==> src/verilog/cfu_regs.svh <==
// Function
// - enciphered binary update is class 04, instruction D6
// - decrypt with key number from low nibble of file parameter byte 15
// - length byte lies in 8..232 and equals bytes written
// - write offset is P1 high byte, P2 low byte, zero based
// - success after decrypt and store returns 9000
// - invalidated selected file refuses write with 6283
// - too long enciphered input returns 6700
// - missing key or key file gives 6981, unverified key gives 6982
// - key algorithm not authorised for decryption returns 6985
// - directory selected gives 6986, record file selected gives 6A80
// - offset beyond file bounds gives 6B00 and nothing is written
// - unknown instruction 6D00, bad class 6E00, technical fault 6F00
// - usb transport length mismatch returns 6C and expected length
// - memory write failure returns 6581
// - write allowed only once the file access condition is met
// - record update is class C0, instruction DC, P1 record, P2 mode
// - cyclic mode 02 overwrites oldest record and points at it
// - linear mode 04 updates the record numbered in P1
// - linear mode 00 picks first, 01 last, then next or previous
// - with no record selected, next gives first, previous gives last
// - missing record or no next record returns 6A83
`ifndef CFU_REGS_SVH
`define CFU_REGS_SVH
`define CFU_CLA_ENC      8'h04
`define CFU_CLA_REC      8'hC0
`define CFU_INS_ENC      8'hD6
`define CFU_INS_REC      8'hDC
`define CFU_LC_MIN       8'h08
`define CFU_LC_MAX       8'hE8
`define CFU_BLK_MASK     8'h07
`define CFU_MODE_FIRST   8'h00
`define CFU_MODE_LAST    8'h01
`define CFU_MODE_NEXT    8'h02
`define CFU_MODE_PREV    8'h03
`define CFU_MODE_ABS     8'h04
`define CFU_SW_OK        16'h9000
`define CFU_SW_INVAL     16'h6283
`define CFU_SW_MEM       16'h6581
`define CFU_SW_LEN       16'h6700
`define CFU_SW_LEN_HI    8'h67
`define CFU_SW_USB_HI    8'h6C
`define CFU_SW_NOKEY     16'h6981
`define CFU_SW_NOAUTH    16'h6982
`define CFU_SW_ALGO      16'h6985
`define CFU_SW_DF        16'h6986
`define CFU_SW_WRONGEF   16'h6A80
`define CFU_SW_NOREC     16'h6A83
`define CFU_SW_P1P2      16'h6B00
`define CFU_SW_INS       16'h6D00
`define CFU_SW_CLA       16'h6E00
`define CFU_SW_TECH      16'h6F00
`define CFU_NO_REC       8'h00
`define CFU_ONE          8'h01
`endif

==> src/verilog/cfu_pkg.sv <==
package cfu_pkg;
  typedef enum logic [1:0] {
    CFU_FT_DF     = 2'b00,
    CFU_FT_TRANS  = 2'b01,
    CFU_FT_LINEAR = 2'b10,
    CFU_FT_CYCLIC = 2'b11
  } cfu_ftype_type;

  typedef struct packed {
    logic [7:0] cla;
    logic [7:0] ins;
    logic [7:0] p1;
    logic [7:0] p2;
    logic [7:0] lc;
  } cfu_hdr_type;

  typedef struct packed {
    cfu_ftype_type ftype;
    logic          invalid;
    logic [15:0]   size;
    logic [7:0]    rec_len;
    logic [7:0]    rec_count;
    logic [7:0]    param15;
    logic          ac_ok;
    logic          key_file;
    logic          key_present;
    logic          key_valid;
    logic          algo_ok;
  } cfu_file_type;

  typedef struct packed {
    logic        valid;
    logic [15:0] addr;
    logic [7:0]  data;
  } cfu_wr_type;
endpackage

==> src/verilog/cfu_blk_count.sv <==
`timescale 1ns/10ps
`include "cfu_regs.svh"
// counts input bytes and flags each completed eight-byte block
module cfu_blk_count
  import cfu_pkg::*;
(
  input  wire logic clock,
  input  wire logic resetn,
  input  wire logic clear,
  input  wire logic step,
  output logic      block_done
);
  logic [2:0] count;
  logic [2:0] next_count;
  logic       next_block_done;

  always_comb begin
    next_count      = count;
    next_block_done = 1'b0;
    if (clear) begin
      next_count = 3'h0;
    end else if (step) begin
      next_count      = count + 3'h1;
      next_block_done = (count == 3'h7);
    end
  end

  always_ff @(posedge clock or negedge resetn) begin
    if (!resetn) begin
      count      <= 3'h0;
      block_done <= 1'b0;
    end else begin
      count      <= next_count;
      block_done <= next_block_done;
    end
  end
endmodule

==> src/verilog/cfu_rec_sel.sv <==
`timescale 1ns/10ps
`include "cfu_regs.svh"
// picks the target record number from mode, P1 and the record pointer
module cfu_rec_sel
  import cfu_pkg::*;
(
  input  wire cfu_ftype_type ftype,
  input  wire logic [7:0]    mode,
  input  wire logic [7:0]    p1,
  input  wire logic [7:0]    pointer,
  input  wire logic [7:0]    oldest,
  input  wire logic [7:0]    rec_count,
  output logic [7:0]         target,
  output logic [15:0]        fault
);
  always_comb begin
    target = `CFU_NO_REC;
    fault  = 16'h0000;
    if (ftype == CFU_FT_CYCLIC) begin
      if (mode == `CFU_MODE_NEXT && p1 == `CFU_NO_REC) begin
        target = oldest;
      end else begin
        fault = `CFU_SW_P1P2;
      end
    end else begin
      case (mode)
        `CFU_MODE_FIRST: target = `CFU_ONE;
        `CFU_MODE_LAST:  target = rec_count;
        `CFU_MODE_NEXT: begin
          if (pointer == `CFU_NO_REC) begin
            target = `CFU_ONE;
          end else if (pointer >= rec_count) begin
            fault = `CFU_SW_NOREC;
          end else begin
            target = pointer + `CFU_ONE;
          end
        end
        `CFU_MODE_PREV: begin
          if (pointer == `CFU_NO_REC) begin
            target = rec_count;
          end else if (pointer == `CFU_ONE) begin
            fault = `CFU_SW_NOREC;
          end else begin
            target = pointer - `CFU_ONE;
          end
        end
        `CFU_MODE_ABS: target = (p1 == `CFU_NO_REC) ? pointer : p1;
        default: fault = `CFU_SW_P1P2;
      endcase
      if (fault == 16'h0000 &&
          (target == `CFU_NO_REC || target > rec_count)) begin
        fault = `CFU_SW_NOREC;
      end
    end
  end
endmodule

==> src/verilog/cfu_update_cmds.sv <==
`timescale 1ns/10ps
`include "cfu_regs.svh"
// ****************************************************************
// command interpreter for enciphered binary and record updates
// ****************************************************************
module cfu_update_cmds
  import cfu_pkg::*;
(
  input  wire logic          clock,
  input  wire logic          resetn,
  input  wire logic          cmd_valid,
  input  wire cfu_hdr_type   cmd_hdr,
  input  wire cfu_file_type  file,
  input  wire logic          usb_mode,
  input  wire logic [7:0]    usb_len,
  input  wire logic          data_valid,
  input  wire logic [7:0]    data_byte,
  output logic               data_ready,
  output logic [3:0]         key_number,
  output logic               des_start,
  output logic [63:0]        des_block,
  input  wire logic          des_done,
  input  wire logic [63:0]   des_plain,
  output cfu_wr_type         nvm_wr,
  input  wire logic          nvm_ack,
  input  wire logic          nvm_fail,
  output logic [7:0]         record_pointer,
  output logic [7:0]         record_oldest,
  output logic               sw_valid,
  output logic [15:0]        sw
);
  // ****************************************************************
  // state
  // ****************************************************************
  typedef enum logic [2:0] {
    CFU_IDLE   = 3'b000,
    CFU_RECV   = 3'b001,
    CFU_DECR   = 3'b010,
    CFU_WRITE  = 3'b011,
    CFU_DONE   = 3'b100
  } cfu_state_type;

  cfu_state_type state, next_state;
  cfu_hdr_type   hdr, next_hdr;
  logic [63:0]   buf_q, next_buf_q;
  logic [15:0]   addr, next_addr;
  logic [7:0]    left, next_left;
  logic [7:0]    recv_left, next_recv_left;
  logic [3:0]    widx, next_widx;
  logic          is_rec, next_is_rec;
  logic [7:0]    target_q, next_target_q;
  logic [7:0]    next_record_pointer, next_record_oldest;
  logic          next_data_ready, next_des_start, next_sw_valid;
  logic [63:0]   next_des_block;
  logic [3:0]    next_key_number;
  cfu_wr_type    next_nvm_wr;
  logic [15:0]   next_sw;
  logic          block_done;
  logic          cnt_clear;
  logic [7:0]    sel_target;
  logic [15:0]   sel_fault;

  cfu_blk_count u_blk (
    .clock      (clock),
    .resetn     (resetn),
    .clear      (cnt_clear),
    .step       (data_valid && data_ready),
    .block_done (block_done)
  );

  cfu_rec_sel u_sel (
    .ftype     (file.ftype),
    .mode      (cmd_hdr.p2),
    .p1        (cmd_hdr.p1),
    .pointer   (record_pointer),
    .oldest    (record_oldest),
    .rec_count (file.rec_count),
    .target    (sel_target),
    .fault     (sel_fault)
  );

  // access checks shared by both commands
  function automatic logic [15:0] cfu_access(input cfu_file_type f);
    if (!f.key_file || !f.key_present) cfu_access = `CFU_SW_NOKEY;
    else if (!f.key_valid || !f.ac_ok) cfu_access = `CFU_SW_NOAUTH;
    else cfu_access = 16'h0000;
  endfunction

  // ****************************************************************
  // header screening, checks in priority order
  // ****************************************************************
  function automatic logic [15:0] cfu_screen(
    input cfu_hdr_type h, input cfu_file_type f,
    input logic usb, input logic [7:0] ulen,
    input logic [15:0] rfault);
    logic [16:0] end_addr;
    logic        enc;
    end_addr = {1'b0, h.p1, h.p2} + {9'h000, h.lc};
    enc      = (h.ins == `CFU_INS_ENC);
    cfu_screen = 16'h0000;
    if (h.ins != `CFU_INS_ENC && h.ins != `CFU_INS_REC)
      cfu_screen = `CFU_SW_INS;
    else if (enc ? (h.cla != `CFU_CLA_ENC) : (h.cla != `CFU_CLA_REC))
      cfu_screen = `CFU_SW_CLA;
    else if (usb && ulen != h.lc)
      cfu_screen = {`CFU_SW_USB_HI, h.lc};
    else if (f.ftype == CFU_FT_DF)
      cfu_screen = `CFU_SW_DF;
    else if (enc ? (f.ftype != CFU_FT_TRANS) : (f.ftype == CFU_FT_TRANS))
      cfu_screen = `CFU_SW_WRONGEF;
    else if (f.invalid)
      cfu_screen = `CFU_SW_INVAL;
    else if (cfu_access(f) != 16'h0000)
      cfu_screen = cfu_access(f);
    else if (enc && !f.algo_ok)
      cfu_screen = `CFU_SW_ALGO;
    else if (enc && h.lc > `CFU_LC_MAX)
      cfu_screen = `CFU_SW_LEN;
    else if (enc && (h.lc < `CFU_LC_MIN ||
                     (h.lc & `CFU_BLK_MASK) != 8'h00))
      cfu_screen = `CFU_SW_LEN;
    else if (enc && ({h.p1, h.p2} >= f.size || end_addr > {1'b0, f.size}))
      cfu_screen = `CFU_SW_P1P2;
    else if (!enc && rfault != 16'h0000)
      cfu_screen = rfault;
    else if (!enc && h.lc != f.rec_len)
      cfu_screen = {`CFU_SW_LEN_HI, f.rec_len};
  endfunction

  assign cnt_clear = (state == CFU_IDLE);

  // ****************************************************************
  // next state
  // ****************************************************************
  always_comb begin
    logic [15:0] chk;
    chk                 = 16'h0000;
    next_state          = state;
    next_hdr            = hdr;
    next_buf_q          = buf_q;
    next_addr           = addr;
    next_left           = left;
    next_recv_left      = recv_left;
    next_widx           = widx;
    next_is_rec         = is_rec;
    next_target_q       = target_q;
    next_record_pointer = record_pointer;
    next_record_oldest  = record_oldest;
    next_data_ready     = 1'b0;
    next_des_start      = 1'b0;
    next_des_block      = des_block;
    next_key_number     = key_number;
    next_nvm_wr         = '0;
    next_sw_valid       = 1'b0;
    next_sw             = sw;
    case (state)
      CFU_IDLE: begin
        if (cmd_valid) begin
          chk         = cfu_screen(cmd_hdr, file, usb_mode, usb_len,
                                   sel_fault);
          next_hdr    = cmd_hdr;
          next_is_rec = (cmd_hdr.ins == `CFU_INS_REC);
          next_key_number = file.param15[3:0];
          next_target_q   = sel_target;
          next_left       = cmd_hdr.lc;
          next_recv_left  = cmd_hdr.lc;
          next_widx       = 4'h0;
          if (cmd_hdr.ins == `CFU_INS_REC)
            next_addr = 16'((sel_target - `CFU_ONE) * file.rec_len);
          else
            next_addr = {cmd_hdr.p1, cmd_hdr.p2};
          if (chk != 16'h0000) begin
            next_sw       = chk;
            next_sw_valid = 1'b1;
          end else begin
            next_state      = CFU_RECV;
            next_data_ready = 1'b1;
          end
        end
      end
      CFU_RECV: begin
        next_data_ready = 1'b1;
        if (data_valid && data_ready) begin
          next_buf_q     = {buf_q[55:0], data_byte};
          next_recv_left = recv_left - `CFU_ONE;
          // ready drops with the byte that closes a block; block_done lags
          if (is_rec || (recv_left & `CFU_BLK_MASK) == `CFU_ONE) begin
            next_data_ready = 1'b0;
          end
        end
        if (block_done && !is_rec) begin
          next_data_ready = 1'b0;
          next_des_block  = buf_q;
          next_des_start  = 1'b1;
          next_state      = CFU_DECR;
        end else if (is_rec && !data_ready && recv_left != left) begin
          next_data_ready = 1'b0;
          next_widx       = 4'h7;
          next_state      = CFU_WRITE;
        end
      end
      CFU_DECR: begin
        if (des_done) begin
          next_buf_q = des_plain;
          next_widx  = 4'h0;
          next_state = CFU_WRITE;
        end
      end
      CFU_WRITE: begin
        if (!nvm_wr.valid || nvm_ack) begin
          // fail is only meaningful alongside the ack
          if (nvm_ack && nvm_fail) begin
            next_sw       = `CFU_SW_MEM;
            next_sw_valid = 1'b1;
            next_state    = CFU_IDLE;
          end else if (nvm_wr.valid) begin
            next_addr = addr + 16'h0001;
            next_left = left - `CFU_ONE;
            next_widx = widx + 4'h1;
            if (left == `CFU_ONE) begin
              next_state = CFU_DONE;
            end else if (is_rec || widx == 4'h7) begin
              next_state      = CFU_RECV;
              next_data_ready = 1'b1;
            end
          end else begin
            next_nvm_wr.valid = 1'b1;
            next_nvm_wr.addr  = addr;
            next_nvm_wr.data  = buf_q[8*(7-widx[2:0]) +: 8];
          end
        end else begin
          next_nvm_wr = nvm_wr;
        end
      end
      CFU_DONE: begin
        if (is_rec) begin
          if (file.ftype == CFU_FT_CYCLIC) begin
            next_record_pointer = target_q;
            next_record_oldest  = (target_q >= file.rec_count) ?
                                  `CFU_ONE : target_q + `CFU_ONE;
          end else if (hdr.p2 != `CFU_MODE_ABS) begin
            next_record_pointer = target_q;
          end
        end
        next_sw       = `CFU_SW_OK;
        next_sw_valid = 1'b1;
        next_state    = CFU_IDLE;
      end
      default: begin
        next_sw       = `CFU_SW_TECH;
        next_sw_valid = 1'b1;
        next_state    = CFU_IDLE;
      end
    endcase
  end

  always_ff @(posedge clock or negedge resetn) begin
    if (!resetn) begin
      state          <= CFU_IDLE;
      hdr            <= '0;
      buf_q          <= 64'h0;
      addr           <= 16'h0000;
      left           <= 8'h00;
      recv_left      <= 8'h00;
      widx           <= 4'h0;
      is_rec         <= 1'b0;
      target_q       <= 8'h00;
      record_pointer <= `CFU_NO_REC;
      record_oldest  <= `CFU_ONE;
      data_ready     <= 1'b0;
      des_start      <= 1'b0;
      des_block      <= 64'h0;
      key_number     <= 4'h0;
      nvm_wr         <= '0;
      sw_valid       <= 1'b0;
      sw             <= 16'h0000;
    end else begin
      state          <= next_state;
      hdr            <= next_hdr;
      buf_q          <= next_buf_q;
      addr           <= next_addr;
      left           <= next_left;
      recv_left      <= next_recv_left;
      widx           <= next_widx;
      is_rec         <= next_is_rec;
      target_q       <= next_target_q;
      record_pointer <= next_record_pointer;
      record_oldest  <= next_record_oldest;
      data_ready     <= next_data_ready;
      des_start      <= next_des_start;
      des_block      <= next_des_block;
      key_number     <= next_key_number;
      nvm_wr         <= next_nvm_wr;
      sw_valid       <= next_sw_valid;
      sw             <= next_sw;
    end
  end
endmodule

==> config.mk <==
export PLATFORM = sky130hd
export DESIGN_NAME = cfu_update_cmds
export DESIGN_NICKNAME = d
export VERILOG_FILES = /design/src/verilog/cfu_pkg.sv /design/src/verilog/cfu_blk_count.sv /design/src/verilog/cfu_rec_sel.sv /design/src/verilog/cfu_update_cmds.sv
export VERILOG_INCLUDE_DIRS = /design/src /design/src/verilog
export SDC_FILE = /design/constraint.sdc
export NUM_CORES = 1
export LEC_CHECK = 0
export BUFFER_PORTS_ARGS = -buffer_cell sky130_fd_sc_hd__buf_4
export CAP_MARGIN = 20
export CORE_MARGIN = 8
export CORE_UTILIZATION = 29
export CTS_CLUSTER_DIAMETER = 200
export DETAILED_ROUTE_END_ITERATION = 7
export MAX_ROUTING_LAYER = met4
export PLACE_DENSITY_LB_ADDON = 0.25
export SETUP_SLACK_MARGIN = 0.5
export SLEW_MARGIN = 5
export SYNTH_ARGS = -nofsm -noshare
export SYNTH_HDL_FRONTEND = slang
export SYNTH_SLANG_ARGS = --single-unit
==> constraint.sdc <==
create_clock -name clock -period 8.2 [get_ports clock]
set_input_delay 1.64 -clock clock [delete_from_list [all_inputs] [get_ports clock]]
set_output_delay 1.64 -clock clock [all_outputs]
set_load 0.02 [all_outputs]
==> impl_metrics.tcl <==
set metrics [dict create \
    internal_power_mw 3.78 \
    synth_top_family_by_area "simple AND/OR/NAND/NOR gates" \
    r2r-start "record_pointer[1]$_DFFE_PN0P_" \
    met2_wirelength_um 30200 \
    die_area_um2 69100 \
    via_per_inst 5.03 \
    max_stage_delay_ns 0.55 \
    hold_path_end "des_block[14]$_DFFE_PN0P_" \
    holdPathStages 2 \
    path_max_fanout 6 \
    p_per_area_nw_per_um2 285 \
    p_total_mw 6.42 \
    fin_setup_tns_ns 0 \
    antenna_found_initial 4 \
    critical_path_arrival_ns 7.87 \
    syn_area_um2 17700 \
    yosysWarningCount 0 \
    numClockSinks 250 \
    ys.flop_type "dfrtp_1" \
    end_kind "flop" \
    wire_per_inst_um 20.3 \
    gp_congestion 0.885 \
    postRouteAntennaNets 0 \
    hold_class "reg2reg" \
    hold_ws_ns 0.473 \
    synth_seq_cells 250 \
    cts_buffers 31 \
    synth.distinct_cells 79 \
    first_iter_violations 1027 \
    drive_gt1_frac 0.224 \
    cp_slowest_cell "fa_1" \
    grtUsageTotal 0.186 \
    p_seq_frac 0.306 \
    io_pins 304 \
    synth_edf_count 0 \
    ys_seq_area_frac 0.354 \
    fin_util 0.374 \
    n_fill_cell 6176 \
    cp.required_ns 8.70 \
    fmax_ghz 0.136 \
    grt_first_pass_wirelength_um 99500 \
    synth_xor_area_frac 0.0374 \
    cts_tree "done" \
    cts-htree-levels 1 \
    io_buffers 299 \
    power_switching_mw 2.64 \
    regToRegEndpoint "addr[15]$_DFFE_PN0P_" \
    final_common_cell "nand2_1" \
    max_slew_margin 0.262 \
    start_util 0.293 \
    insertion_delay_ns 0.60 \
    wl_um 64400 \
    fin_crit_ns 7.37 \
    grt_max_degree 141 \
    swShare 0.411 \
    synth_fa_ha_area_frac 0.140 \
    crit_type "in2reg" \
    core_um2 60400 \
    m1WireLength_um 28200 \
    syn2layout_area_growth_pct 27.6 \
    row_count 90 \
    p_comb_frac 0.473 \
    slew_violations 0 \
    r2r_cells 29 \
    cts.path.max_buffers 3 \
    crit_top_cell "fa_1" \
    min_from "des_block[14]$_DFFE_PN0P_" \
    rsz0062_at_grt "true" \
    drt_first_pass_iters 5 \
    grt_pass1_vias 16500 \
    muxShareOfSynthArea 0.0674 \
    die_w_um 263 \
    drc 0 \
    ys_async_sr_fraction 1.00 \
    cp-start-kind "primary input" \
    min_period_over_period 0.898 \
    setup_violations 0 \
    leakage_nw 11.0 \
    status "finished clean" \
    syn-num-nets 2371 \
    tightest_slew_ns 1.10 \
    synth-compound-area-share 0.146 \
    r2r_setup_slack_ns 0.96 \
    netlist_instances 2031 \
    vdd_ir_drop_max_uv 189 \
    final_cell_mix "nand2_1, buf_4, dfrtp_1, o21ai_0, inv_1" \
    cts_root_buf "clkbuf_16" \
    die-height_um 263 \
    nets 2703 \
    yosys.area_share.simple 0.201 \
    clkPwrFrac 0.221 \
    hold_viol 0 \
    dr.max_layer_used "met4" \
    grt_overflow 0 \
    dp_hpwl_um 49800 \
    wl_met3_um 4900 \
    clock_skew_ns 0.0320 \
    cap_violations 0 \
    syn_area_per_cell_um2 8.70 \
    path_clk_slew_ns 0.06 \
    vias 16000 \
]
-- worst max-delay path by stage --
stage / end / startpoint / slack (ns)
5_1_grt: addr[14]$_DFFE_PN0P_ / file[14] / 0.46
4_1_cts: addr[15]$_DFFE_PN0P_ / file[14] / 0.52
2_1_floorplan: addr[15]$_DFFE_PN0P_ / file[14] / 0.47
3_5_place_dp: addr[15]$_DFFE_PN0P_ / file[14] / -0.11
6_report: addr[15]$_DFFE_PN0P_ / file[14] / 0.83
3_3_place_gp: addr[15]$_DFFE_PN0P_ / file[14] / -0.02
-- power by group through the flow --
| stage | clock network, mW | logic, mW | registers, mW |
|---|---|---|---|
| 2_1_floorplan | 0 | 2.03 | 1.89 |
| 4_1_cts | 1.46 | 3.04 | 1.97 |
| 5_1_grt | 1.51 | 3.40 | 2.02 |
| 3_5_place_dp | 0 | 3.03 | 1.99 |
| 6_report | 1.42 | 3.04 | 1.96 |
| 3_3_place_gp | 0 | 2.97 | 1.97 |
-- synth_stat cells (all sizes together) (15+ instances only) --
cell / instances / area (um^2)
buf: 17 / 91.3
inv: 142 / 533
nand2b: 15 / 93.8
nand2: 444 / 1670
a31oi: 19 / 119
nor2b: 15 / 93.8
dfrtp: 249 / 6230
and3: 19 / 119
nand3: 44 / 220
ha: 108 / 1350
a21oi: 80 / 400
a21o: 15 / 113
xor2: 31 / 272
a22o: 19 / 166
o21ai: 170 / 858
clkbuf: 90 / 339
nand4: 15 / 93.8
nor4: 19 / 149
and2: 38 / 238
xnor2: 42 / 368
nor2: 101 / 379
mux4: 16 / 360
nor3: 34 / 170
mux2i: 74 / 741
fa: 56 / 1120
-- sequential cells by signal (all words and copies together), names as in the netlist, 14 cells and up --
register   count
nvm_wr        25
des_block     64
sw            14
addr          16
buf_q         64
-- critical path: cells and delay by family --
kind / cells / cell delay, ns
compound gates: 10 / 1.84
xor+xnor: 2 / 0.47
simple gates: 6 / 0.86
fa+ha+maj: 6 / 2.62
buf+inv: 5 / 0.42
-- per-layer routing --
metal  vias to the layer above  global-route usage
li1                       7654                   -
met3                        73              0.0475
met4                         0              0.0390
met5                         -                   -
met2                       450               0.303
met1                      7777               0.233
-- kinds of logic (layout without fill, tap and decap cells) --
logic type | Yosys count | in the layout
AND/OR/NAND/NOR | 783 | 783
AO/OA/AOI/OAI | 413 | 413
flip-flops | 250 | 250
buffers and inverters | 249 | 606
adder cells (fa/ha/maj) | 164 | 164
multiplexers | 98 | 98
XOR/XNOR | 74 | 74
other | 0 | 4
-- per-stage QoR --
step / cells / cell area [um^2] / setup WS, ns
2_1_floorplan: 2031 / 17800 / 0.467
3_3_place_gp: 3109 / 21400 / -0.0235
3_5_place_dp: 3110 / 21400 / -0.115
4_1_cts: 3168 / 22400 / 0.524
5_1_grt: 3174 / 22600 / 0.461
6_report: 3174 / 22600 / 0.834
-- final cells by class --
cell class / count / area, um^2 / share of cell area
Multi-Input combinational cell: 1532 / 10600 / 0.472
Sequential cell: 250 / 6260 / 0.278
Timing Repair Buffer: 406 / 3080 / 0.137
Tap cell: 782 / 978 / 0.0434
Clock buffer: 40 / 840 / 0.0372
Inverter: 142 / 533 / 0.0236
Clock inverter: 18 / 203 / 0.00899
Antenna cell: 4 / 10.0 / 0.000444
-- timing repair --
item / in CTS / in global routing
gates resized for setup: 0 / 21
setup buffers: 0 / 0
hold buffers: 0 / 0
setup endpoints to repair: 0 / 6
(Power assumes the default switching activity.)
